--- config.mk ---
export PLATFORM = sky130hd
export DESIGN_NAME = lvrf_filter
export DESIGN_NICKNAME = d
export VERILOG_FILES = /design/src/lvrf_pkg.sv /design/src/lvrf_filter.sv
export SDC_FILE = /design/constraint.sdc
export NUM_CORES = 1
export LEC_CHECK = 0
export BUFFER_PORTS_ARGS = -buffer_cell sky130_fd_sc_hd__buf_4
export CELL_PAD_IN_SITES_DETAIL_PLACEMENT = 0
export CELL_PAD_IN_SITES_GLOBAL_PLACEMENT = 1
export CORE_MARGIN = 5
export CORE_UTILIZATION = 25
export DETAILED_ROUTE_END_ITERATION = 16
export GPL_TIMING_DRIVEN = 0
export MAX_ROUTING_LAYER = met4
export PLACE_DENSITY_LB_ADDON = 0.15
export SLEW_MARGIN = 5
export SYNTH_ARGS = -nofsm -noshare
export SYNTH_HDL_FRONTEND = slang
export SYNTH_SLANG_ARGS = --single-unit
--- constraint.sdc ---
create_clock -name CORE_CLK -period 1.5 [get_ports CORE_CLK]
set_input_delay 0.225 -clock CORE_CLK [delete_from_list [all_inputs] [get_ports CORE_CLK]]
set_output_delay 0.225 -clock CORE_CLK [all_outputs]
set_load 0.03 [all_outputs]
--- src/lvrf_pkg.sv ---
// Constants, option layouts and register map of the supply monitor filter.
// Assumes one 100 MHz core clock and a byte-addressed Avalon-MM slave.
package lvrf_pkg;

    // Core clock rate in MHz
    localparam int unsigned CORE_CLK_MHZ = 100;

    // Register byte addresses (word aligned)
    localparam logic [3:0] ADDR_STATUS   = 4'h0;
    localparam logic [3:0] ADDR_OPTION_A = 4'h4;
    localparam logic [3:0] ADDR_OPTION_B = 4'h8;

    // Status field position
    localparam int unsigned STAT_FLAG_BIT   = 0;
    localparam int unsigned STAT_ACTIVE_BIT = 1;

    // Filter lengths
    localparam logic [3:0] RESET_FILTER_CYCLES = 4'h9;  // CPU cycles
    localparam logic [5:0] FLAG_MIN_XTAL       = 6'h20; // 32 crystal edges
    localparam logic [5:0] FLAG_MAX_XTAL       = 6'h28; // 40 crystal edges
    localparam logic [5:0] FLAG_SET_XTAL       = 6'h24; // Midway, 36

    // Stop exit delays and watchdog timeouts, crystal cycles
    localparam logic [12:0] STOP_REC_SHORT = 13'h0020;  // 32
    localparam logic [12:0] STOP_REC_LONG  = 13'h1000;  // 4096
    localparam logic [17:0] WDOG_FAST      = 18'h01ff0; // 8176
    localparam logic [17:0] WDOG_SLOW      = 18'h3fff0; // 262128

    // First option register, hardwired at manufacture
    typedef struct packed {
        logic monitor_stop_option;
        logic rom_protect;
        logic monitor_reset_option;
        logic monitor_power_option;
        logic short_stop_recovery;
        logic watchdog_rate_select;
        logic stop_enable;
        logic watchdog_disable;
    } lvrf_opt_a_t;

    // Second option register, upper bits read as zero
    typedef struct packed {
        logic [3:0] spare;
        logic       device_indicator;
        logic       eeprom_monitor_protect;
        logic       unused_option_bit;
        logic       eeprom_divider_clock_select;
    } lvrf_opt_b_t;

    // Default option values
    localparam lvrf_opt_a_t OPT_A_DEFAULT = 8'h30;
    localparam lvrf_opt_b_t OPT_B_DEFAULT = 8'h00;

endpackage

--- src/lvrf_filter.sv ---
// Supply monitor digital filter, option register holder and bus slave.
// Assumes comparator and crystal inputs are asynchronous to CORE_CLK and
// that the bus master keeps Avalon-MM waitrequest handshaking.
`timescale 1ns/10ps

module lvrf_filter #(
    parameter lvrf_pkg::lvrf_opt_a_t OPTION_A        = lvrf_pkg::OPT_A_DEFAULT,
    parameter lvrf_pkg::lvrf_opt_b_t OPTION_B        = lvrf_pkg::OPT_B_DEFAULT,
    // Arbitrary value
    parameter logic                  DEVICE_INDICATOR = 1'b0
) (
    // Clock, reset, enable
    input  wire logic        CORE_CLK,
    input  wire logic        RESET,
    input  wire logic        CLK_EN,
    // Analog comparators and crystal clock, asynchronous
    input  wire logic        SUPPLY_BELOW_FALL,
    input  wire logic        SUPPLY_ABOVE_RISE,
    input  wire logic        CRYSTAL_CLOCK,
    // Core mode indications, same clock
    input  wire logic        WAIT_MODE,
    input  wire logic        STOP_MODE,
    input  wire logic        MONITOR_MODE,
    input  wire logic        SECURITY_OK,
    // Avalon-MM slave
    input  wire logic [3:0]  AVS_ADDRESS,
    input  wire logic        AVS_READ,
    input  wire logic        AVS_WRITE,
    input  wire logic [31:0] AVS_WRITEDATA,
    output logic      [31:0] AVS_READDATA,
    output logic             AVS_WAITREQUEST,
    // Monitor results
    output logic             LOW_SUPPLY_FLAG,
    output logic             LV_RESET_REQ,
    output logic             MONITOR_ACTIVE,
    // Option driven controls
    output logic             STOP_ILLEGAL,
    output logic      [12:0] STOP_RECOVERY_CYCLES,
    output logic      [17:0] WATCHDOG_TIMEOUT,
    output logic             WATCHDOG_ENABLE,
    output logic             ROM_BLOCK,
    output logic             EEPROM_DIV_BUS_CLK,
    output logic             EEPROM_ACCESS_DENY
);

    // Option words as seen by software
    localparam lvrf_pkg::lvrf_opt_a_t OPT_A = OPTION_A;
    localparam lvrf_pkg::lvrf_opt_b_t OPT_B = '{
        spare:                       4'h0,
        device_indicator:            DEVICE_INDICATOR,
        eeprom_monitor_protect:      OPTION_B.eeprom_monitor_protect,
        unused_option_bit:           OPTION_B.unused_option_bit,
        eeprom_divider_clock_select: OPTION_B.eeprom_divider_clock_select
    };

    logic [2:0] sync1_reg;
    logic [2:0] sync2_reg;
    logic       xtal_prev_reg;
    logic [3:0] filt_cnt_reg;
    logic [5:0] xtal_cnt_reg;
    logic       flag_reg;
    logic       lv_reset_reg;
    logic       active_reg;
    logic       wait_reg;
    logic [31:0] rdata_reg;
    logic       below_s;
    logic       above_s;
    logic       xtal_edge;
    logic       active_next;
    logic       stop_path;

    // Read decoding, used by the bus slave only
    function automatic logic [31:0] read_word(input logic [3:0] addr,
                                              input logic       flag,
                                              input logic       act);
        logic [31:0] w;
        w = 32'h0000_0000;
        unique case (addr)
            lvrf_pkg::ADDR_STATUS: begin
                w[lvrf_pkg::STAT_FLAG_BIT]   = flag;
                w[lvrf_pkg::STAT_ACTIVE_BIT] = act;
            end
            lvrf_pkg::ADDR_OPTION_A: w[7:0] = OPT_A;
            lvrf_pkg::ADDR_OPTION_B: w[7:0] = OPT_B;
            default: w = 32'h0000_0000; // Unmapped reads zero
        endcase
        return w;
    endfunction

    // Two-stage synchronisers for comparators and crystal clock
    generate
        for (genvar i = 0; i < 3; i++) begin : g_sync
            always_ff @(posedge CORE_CLK) begin
                if (RESET) begin
                    sync1_reg[i] <= 1'b0;
                    sync2_reg[i] <= 1'b0;
                end else if (CLK_EN) begin
                    sync1_reg[i] <= (i == 0) ? SUPPLY_BELOW_FALL :
                                    (i == 1) ? SUPPLY_ABOVE_RISE :
                                               CRYSTAL_CLOCK;
                    sync2_reg[i] <= sync1_reg[i];
                end
            end
        end
    endgenerate

    assign below_s   = sync2_reg[0];
    assign above_s   = sync2_reg[1];
    assign xtal_edge = sync2_reg[2] & ~xtal_prev_reg;

    // wait keeps it on; stop without option idles it
    assign active_next = OPT_A.monitor_power_option &
                         ~(STOP_MODE & ~OPT_A.monitor_stop_option);
    // stop path skips the cycle filter
    assign stop_path   = STOP_MODE & OPT_A.monitor_stop_option;

    // Monitor activity
    always_ff @(posedge CORE_CLK) begin
        if (RESET) begin
            active_reg    <= 1'b0;
            xtal_prev_reg <= 1'b0;
        end else if (CLK_EN) begin
            active_reg    <= active_next;
            xtal_prev_reg <= sync2_reg[2];
        end
    end

    // count restarts on early recovery; saturates at nine
    always_ff @(posedge CORE_CLK) begin
        if (RESET) begin
            filt_cnt_reg <= 4'h0;
        end else if (CLK_EN) begin
            if (!active_reg || !below_s) begin
                filt_cnt_reg <= 4'h0;
            end else if (filt_cnt_reg != lvrf_pkg::RESET_FILTER_CYCLES) begin
                filt_cnt_reg <= filt_cnt_reg + 4'h1;
            end
        end
    end

    // Reset request; held until the supply clears the rising trip
    always_ff @(posedge CORE_CLK) begin
        if (RESET) begin
            lv_reset_reg <= 1'b0;
        end else if (CLK_EN) begin
            if (!active_reg || !OPT_A.monitor_reset_option) begin
                lv_reset_reg <= 1'b0;
            end else if (lv_reset_reg) begin
                // one cycle above rising trip releases
                if (above_s) begin
                    lv_reset_reg <= 1'b0;
                end
            end else if (below_s && stop_path) begin
                lv_reset_reg <= 1'b1;
            end else if (filt_cnt_reg == lvrf_pkg::RESET_FILTER_CYCLES) begin
                // nine cycles below then reset, both options set
                lv_reset_reg <= 1'b1;
            end
        end
    end

    // Crystal edge count while below the falling trip
    always_ff @(posedge CORE_CLK) begin
        if (RESET) begin
            xtal_cnt_reg <= 6'h00;
        end else if (CLK_EN) begin
            if (!active_reg || !below_s) begin
                xtal_cnt_reg <= 6'h00;
            end else if (xtal_edge &&
                         xtal_cnt_reg != lvrf_pkg::FLAG_SET_XTAL) begin
                xtal_cnt_reg <= xtal_cnt_reg + 6'h01;
            end
        end
    end

    // Low supply flag; sticky between trips, cleared above rising trip
    always_ff @(posedge CORE_CLK) begin
        if (RESET) begin
            flag_reg <= 1'b0;
        end else if (CLK_EN && active_reg) begin
            if (above_s) begin
                flag_reg <= 1'b0;
            end else if (xtal_cnt_reg == lvrf_pkg::FLAG_SET_XTAL) begin
                // set between 32 and 40 crystal edges
                flag_reg <= 1'b1;
            end
        end
    end

    // Option driven control outputs, registered
    always_ff @(posedge CORE_CLK) begin
        if (RESET) begin
            STOP_ILLEGAL         <= 1'b0;
            STOP_RECOVERY_CYCLES <= lvrf_pkg::STOP_REC_LONG;
            WATCHDOG_TIMEOUT     <= lvrf_pkg::WDOG_SLOW;
            WATCHDOG_ENABLE      <= 1'b0;
            ROM_BLOCK            <= 1'b0;
            EEPROM_DIV_BUS_CLK   <= 1'b0;
            EEPROM_ACCESS_DENY   <= 1'b0;
        end else if (CLK_EN) begin
            STOP_ILLEGAL         <= ~OPT_A.stop_enable;
            STOP_RECOVERY_CYCLES <= OPT_A.short_stop_recovery ?
                                    lvrf_pkg::STOP_REC_SHORT :
                                    lvrf_pkg::STOP_REC_LONG;
            WATCHDOG_TIMEOUT     <= OPT_A.watchdog_rate_select ?
                                    lvrf_pkg::WDOG_FAST :
                                    lvrf_pkg::WDOG_SLOW;
            WATCHDOG_ENABLE      <= ~OPT_A.watchdog_disable;
            ROM_BLOCK            <= OPT_A.rom_protect;
            EEPROM_DIV_BUS_CLK   <= OPT_B.eeprom_divider_clock_select;
            EEPROM_ACCESS_DENY   <= OPT_B.eeprom_monitor_protect &
                                    MONITOR_MODE & ~SECURITY_OK;
        end
    end

    // Bus slave: one wait cycle, then a one-cycle answer
    always_ff @(posedge CORE_CLK) begin
        if (RESET) begin
            wait_reg  <= 1'b1;
            rdata_reg <= 32'h0000_0000;
        end else if (CLK_EN) begin
            if ((AVS_READ || AVS_WRITE) && wait_reg) begin
                wait_reg <= 1'b0;
                rdata_reg <= AVS_READ ?
                             read_word(AVS_ADDRESS, flag_reg, active_reg) :
                             32'h0000_0000;
            end else begin
                wait_reg <= 1'b1;
            end
        end
    end

    // monitor outputs are flag, reset request and activity only, no interrupt; then the bus outputs
    assign LOW_SUPPLY_FLAG = flag_reg;
    assign LV_RESET_REQ    = lv_reset_reg;
    assign MONITOR_ACTIVE  = active_reg;
    assign AVS_WAITREQUEST = wait_reg;
    assign AVS_READDATA    = rdata_reg;
endmodule // lvrf_filter

==> impl_metrics.toml <==
[min_path]
min_delay_worst_endpoint = "MONITOR_ACTIVE"
worstHoldPathType = "in2reg"
min-delay-start = "STOP_MODE"
hold_critical_path_depth = 2

[yosys]
netlist.top_cell.by_area = "dfxtp_1"
most_used_dff_post_synth = "dfxtp_1"
synth_seq_cells = 25
synth_cells = 193
synth_async_sr_flop_share_pct = 0
synth_enable_flop_cells = 0
post_synth_main_area_contributors = "dfxtp_1 (30%), buf_4 (29%), nor2_1 (5.2%)"
ys_types = 38
netlist.area_leader.share_pct = 30.33
post_synth.cell_area_avg_um2 = 8.551
synth.yosys.seq_area_share_pct = 30.33
yosysWarningCount = 0
post_synth_instance_area_um2 = 1650

[cts]
cts.path.max_buffers = 2
ctsHtreeMaxLevel = 1
tritoncts = "done"
clkLatencyLatePin_ps = 270
cts_buffers = 3
clk_pin_slew_worst_setup_hold_paths_ps = 100
clock-root-buffer = "clkbuf_8"
cts_sinks = 25
cts_hold_fix_bufs = 0

[detailed_routing]
antenna_violating_nets_post_route = 0
drtIter0Drc = 49
drcViolationCount = 0
via_count = 1272
route.detailed.wl_per_inst_um = 9.706
ratio_of_routed_vias_to_standard_cells = 3.563
detailedRoute.firstPassIterationCount = 4
drt_wl_total_um = 3465

[final_layout]
stdcell_area_um2 = 2211
most-common-layout-cells = "buf_4 (87), conb_1 (62), dfxtp_1 (23), nor2_1 (23), mux2i_1 (8)"
largest_register_ffs = 6
n_antenna_cell = 0
mostFrequentLayoutCell = "buf_4"
fin_nets = 333
fraction_of_layout_cells_with_a_size_suffix_above_1_pct = 37.86
layout-area-overhead-vs-synth_pct = 33.97
fillers = 686

[critical_path]
worst_r2r_startpoint = "xtal_cnt_reg[1]"
timing_worst_setup_path_type = "reg2reg"
timing.rr.end = "xtal_cnt_reg[1]"
critPathCaptureType = "register"
crit_path_dat_ps = 1630
worst-r2r-cell-count = 6
worst-r2r-setup-slack_ps = 40
critical_path.startpoint_type = "register"
worst_ep_required_time_ps = 1670
worst-path-max-fanout = 3

[run]
drv_cap = 0

[global_routing]
gr_ovfl_total = 0
grt_pass1_wl_um = 5678
grt_usage_pct = 8.250
via_count_of_the_first_global_routing_pass = 1161
initial_antenna_violation_count = 0
grt_start_max_net_pins = 15

[sta]
endpoints_failing_hold = 0
worst_slack_ps = 41.70
worst_slew_margin_rel_pct = 65.90
layout_min_cycle_time_ps = 1458
max_freq_ghz = 0.6857
timing.final.setup_violations = 0
tns_ps = 0
rsz0062_at_grt = "true"
final-max-slew-violation-count = 0
finalCritPeriodShare_pct = 97.22
worst-slew-pin-transition_ps = 511.5
clock_skew_after_layout_ps = 3.831

[die]
initial_core_utilization_pct = 25.84
design.die.area_um2 = 8327
ios = 120
core_box_area_um2 = 6386
die_width_um = 91.25
die_height_um = 91.25
rows = 29

[placed_design]
placed_cell_area_um2 = 2130
place.port_buffers = 21
finalWeightedCongestion = 0.7156
detailed_place_hpwl_um = 2737
place_worst_setup_slack_ps = -74.34

[power_and_ir_drop]
power.leakage_uw = 0.001128
pwr-share-comb_pct = 29.2
sw_frac_of_total_pct = 34.50
max-vdd-ir-drop_v = 0.0003227
powerDensity_nw_per_um2 = 708.7
clockPowerShare_pct = 26.7
cell_internal_pwr_uw = 1026
power.net_switching_uw = 540.6
seqPwrFrac_pct = 44.1

[status]
run_status = "finished clean"
## synth_stat cells (2+ instances only)
library cell	number
buf_4	64
nor2_1	23
nand3b_1	3
o21ai_0	7
a22oi_1	5
a211oi_2	2
nand2_1	5
buf_2	2
mux2i_1	8
inv_1	7
conb_1	2
nand3_1	4
a31oi_1	2
a21oi_1	6
and3_1	2
clkbuf_1	2
dfxtp_1	25
ha_1	4
## worst max-delay path by stage
stage,start,endpoint,slack (ps),cells past startpoint
4_1_cts,xtal_cnt_reg[0],xtal_cnt_reg[0],10,6
2_1_floorplan,xtal_cnt_reg[0],xtal_cnt_reg[0],10,6
3_5_place_dp,xtal_cnt_reg[0],xtal_cnt_reg[0],-70,6
6_report,xtal_cnt_reg[1],xtal_cnt_reg[1],40,6
5_1_grt,xtal_cnt_reg[1],xtal_cnt_reg[1],-30,6
3_3_place_gp,xtal_cnt_reg[0],xtal_cnt_reg[0],-100,6
## repair_timing
action,4_1_cts,5_1_grt
setup endpoints to repair,2,5
buffers inserted,1,1
resized for setup,2,5
pin swaps,1,5
## area by class of cell
type / instances / area [um^2] / share of cell area (%)
plain buffers: 69 / 501.7 / 22.69
repair buffers: 23 / 172.7 / 7.810
clock buffers: 3 / 41.29 / 1.868
clock inverters: 1 / 5.005 / 0.2264
inverters: 7 / 26.28 / 1.188
flip-flops and latches: 25 / 503.0 / 22.75
well taps: 77 / 96.34 / 4.358
multi-input cells: 152 / 864.6 / 39.11
## stage by stage
step / hold slack, ps / power, uW / instances / utilization, %
2_1_floorplan: 324.2 / 1104 / 253 / -
3_3_place_gp: 415.9 / 1159 / 351 / 33.35
3_5_place_dp: 411.5 / 1159 / 351 / 33.35
4_1_cts: 117.3 / 1569 / 356 / 34.23
5_1_grt: 122.0 / 1645 / 357 / 34.62
6_report: 117.7 / 1567 / 357 / 34.62
## kinds of logic (layout without fill, tap and decap cells)
group                      count (synthesis)  after routing  synth area share, %
buffers and inverters                     76            103                31.99
and+or+nand+nor                           48             48                16.38
AOI/OAI and AO/OA                         30             30                12.96
DFF                                       25             25                30.33
muxes                                      8              8                4.852
adders and majority gates                  4              4                3.033
other                                      2             62               0.4551
## power groups by stage
stage          registers (uW)  clock network [uW]  logic (uW)
2_1_floorplan             715                   0         389
3_3_place_gp              706                   0         452
4_1_cts                   691                 425         453
3_5_place_dp              707                   0         452
5_1_grt                   694                 457         493
6_report                  691                 418         458
## worst max-delay path, stage by stage, from the launching register on
cell and delay [ps]:
dfxtp_2 350, inv_2 50, ha_4 150, nor4bb_4 150
and2_4 150, o31a_1 290, a32o_1 210
## layer usage
layer  GRT usage, %  routed length [um]
met1          10.44                1500
met2          12.92                1699
met3          2.562                 243
met4          1.834                  22
met5              -                   0
No activity file was read; power rests on OpenSTA's default activity.
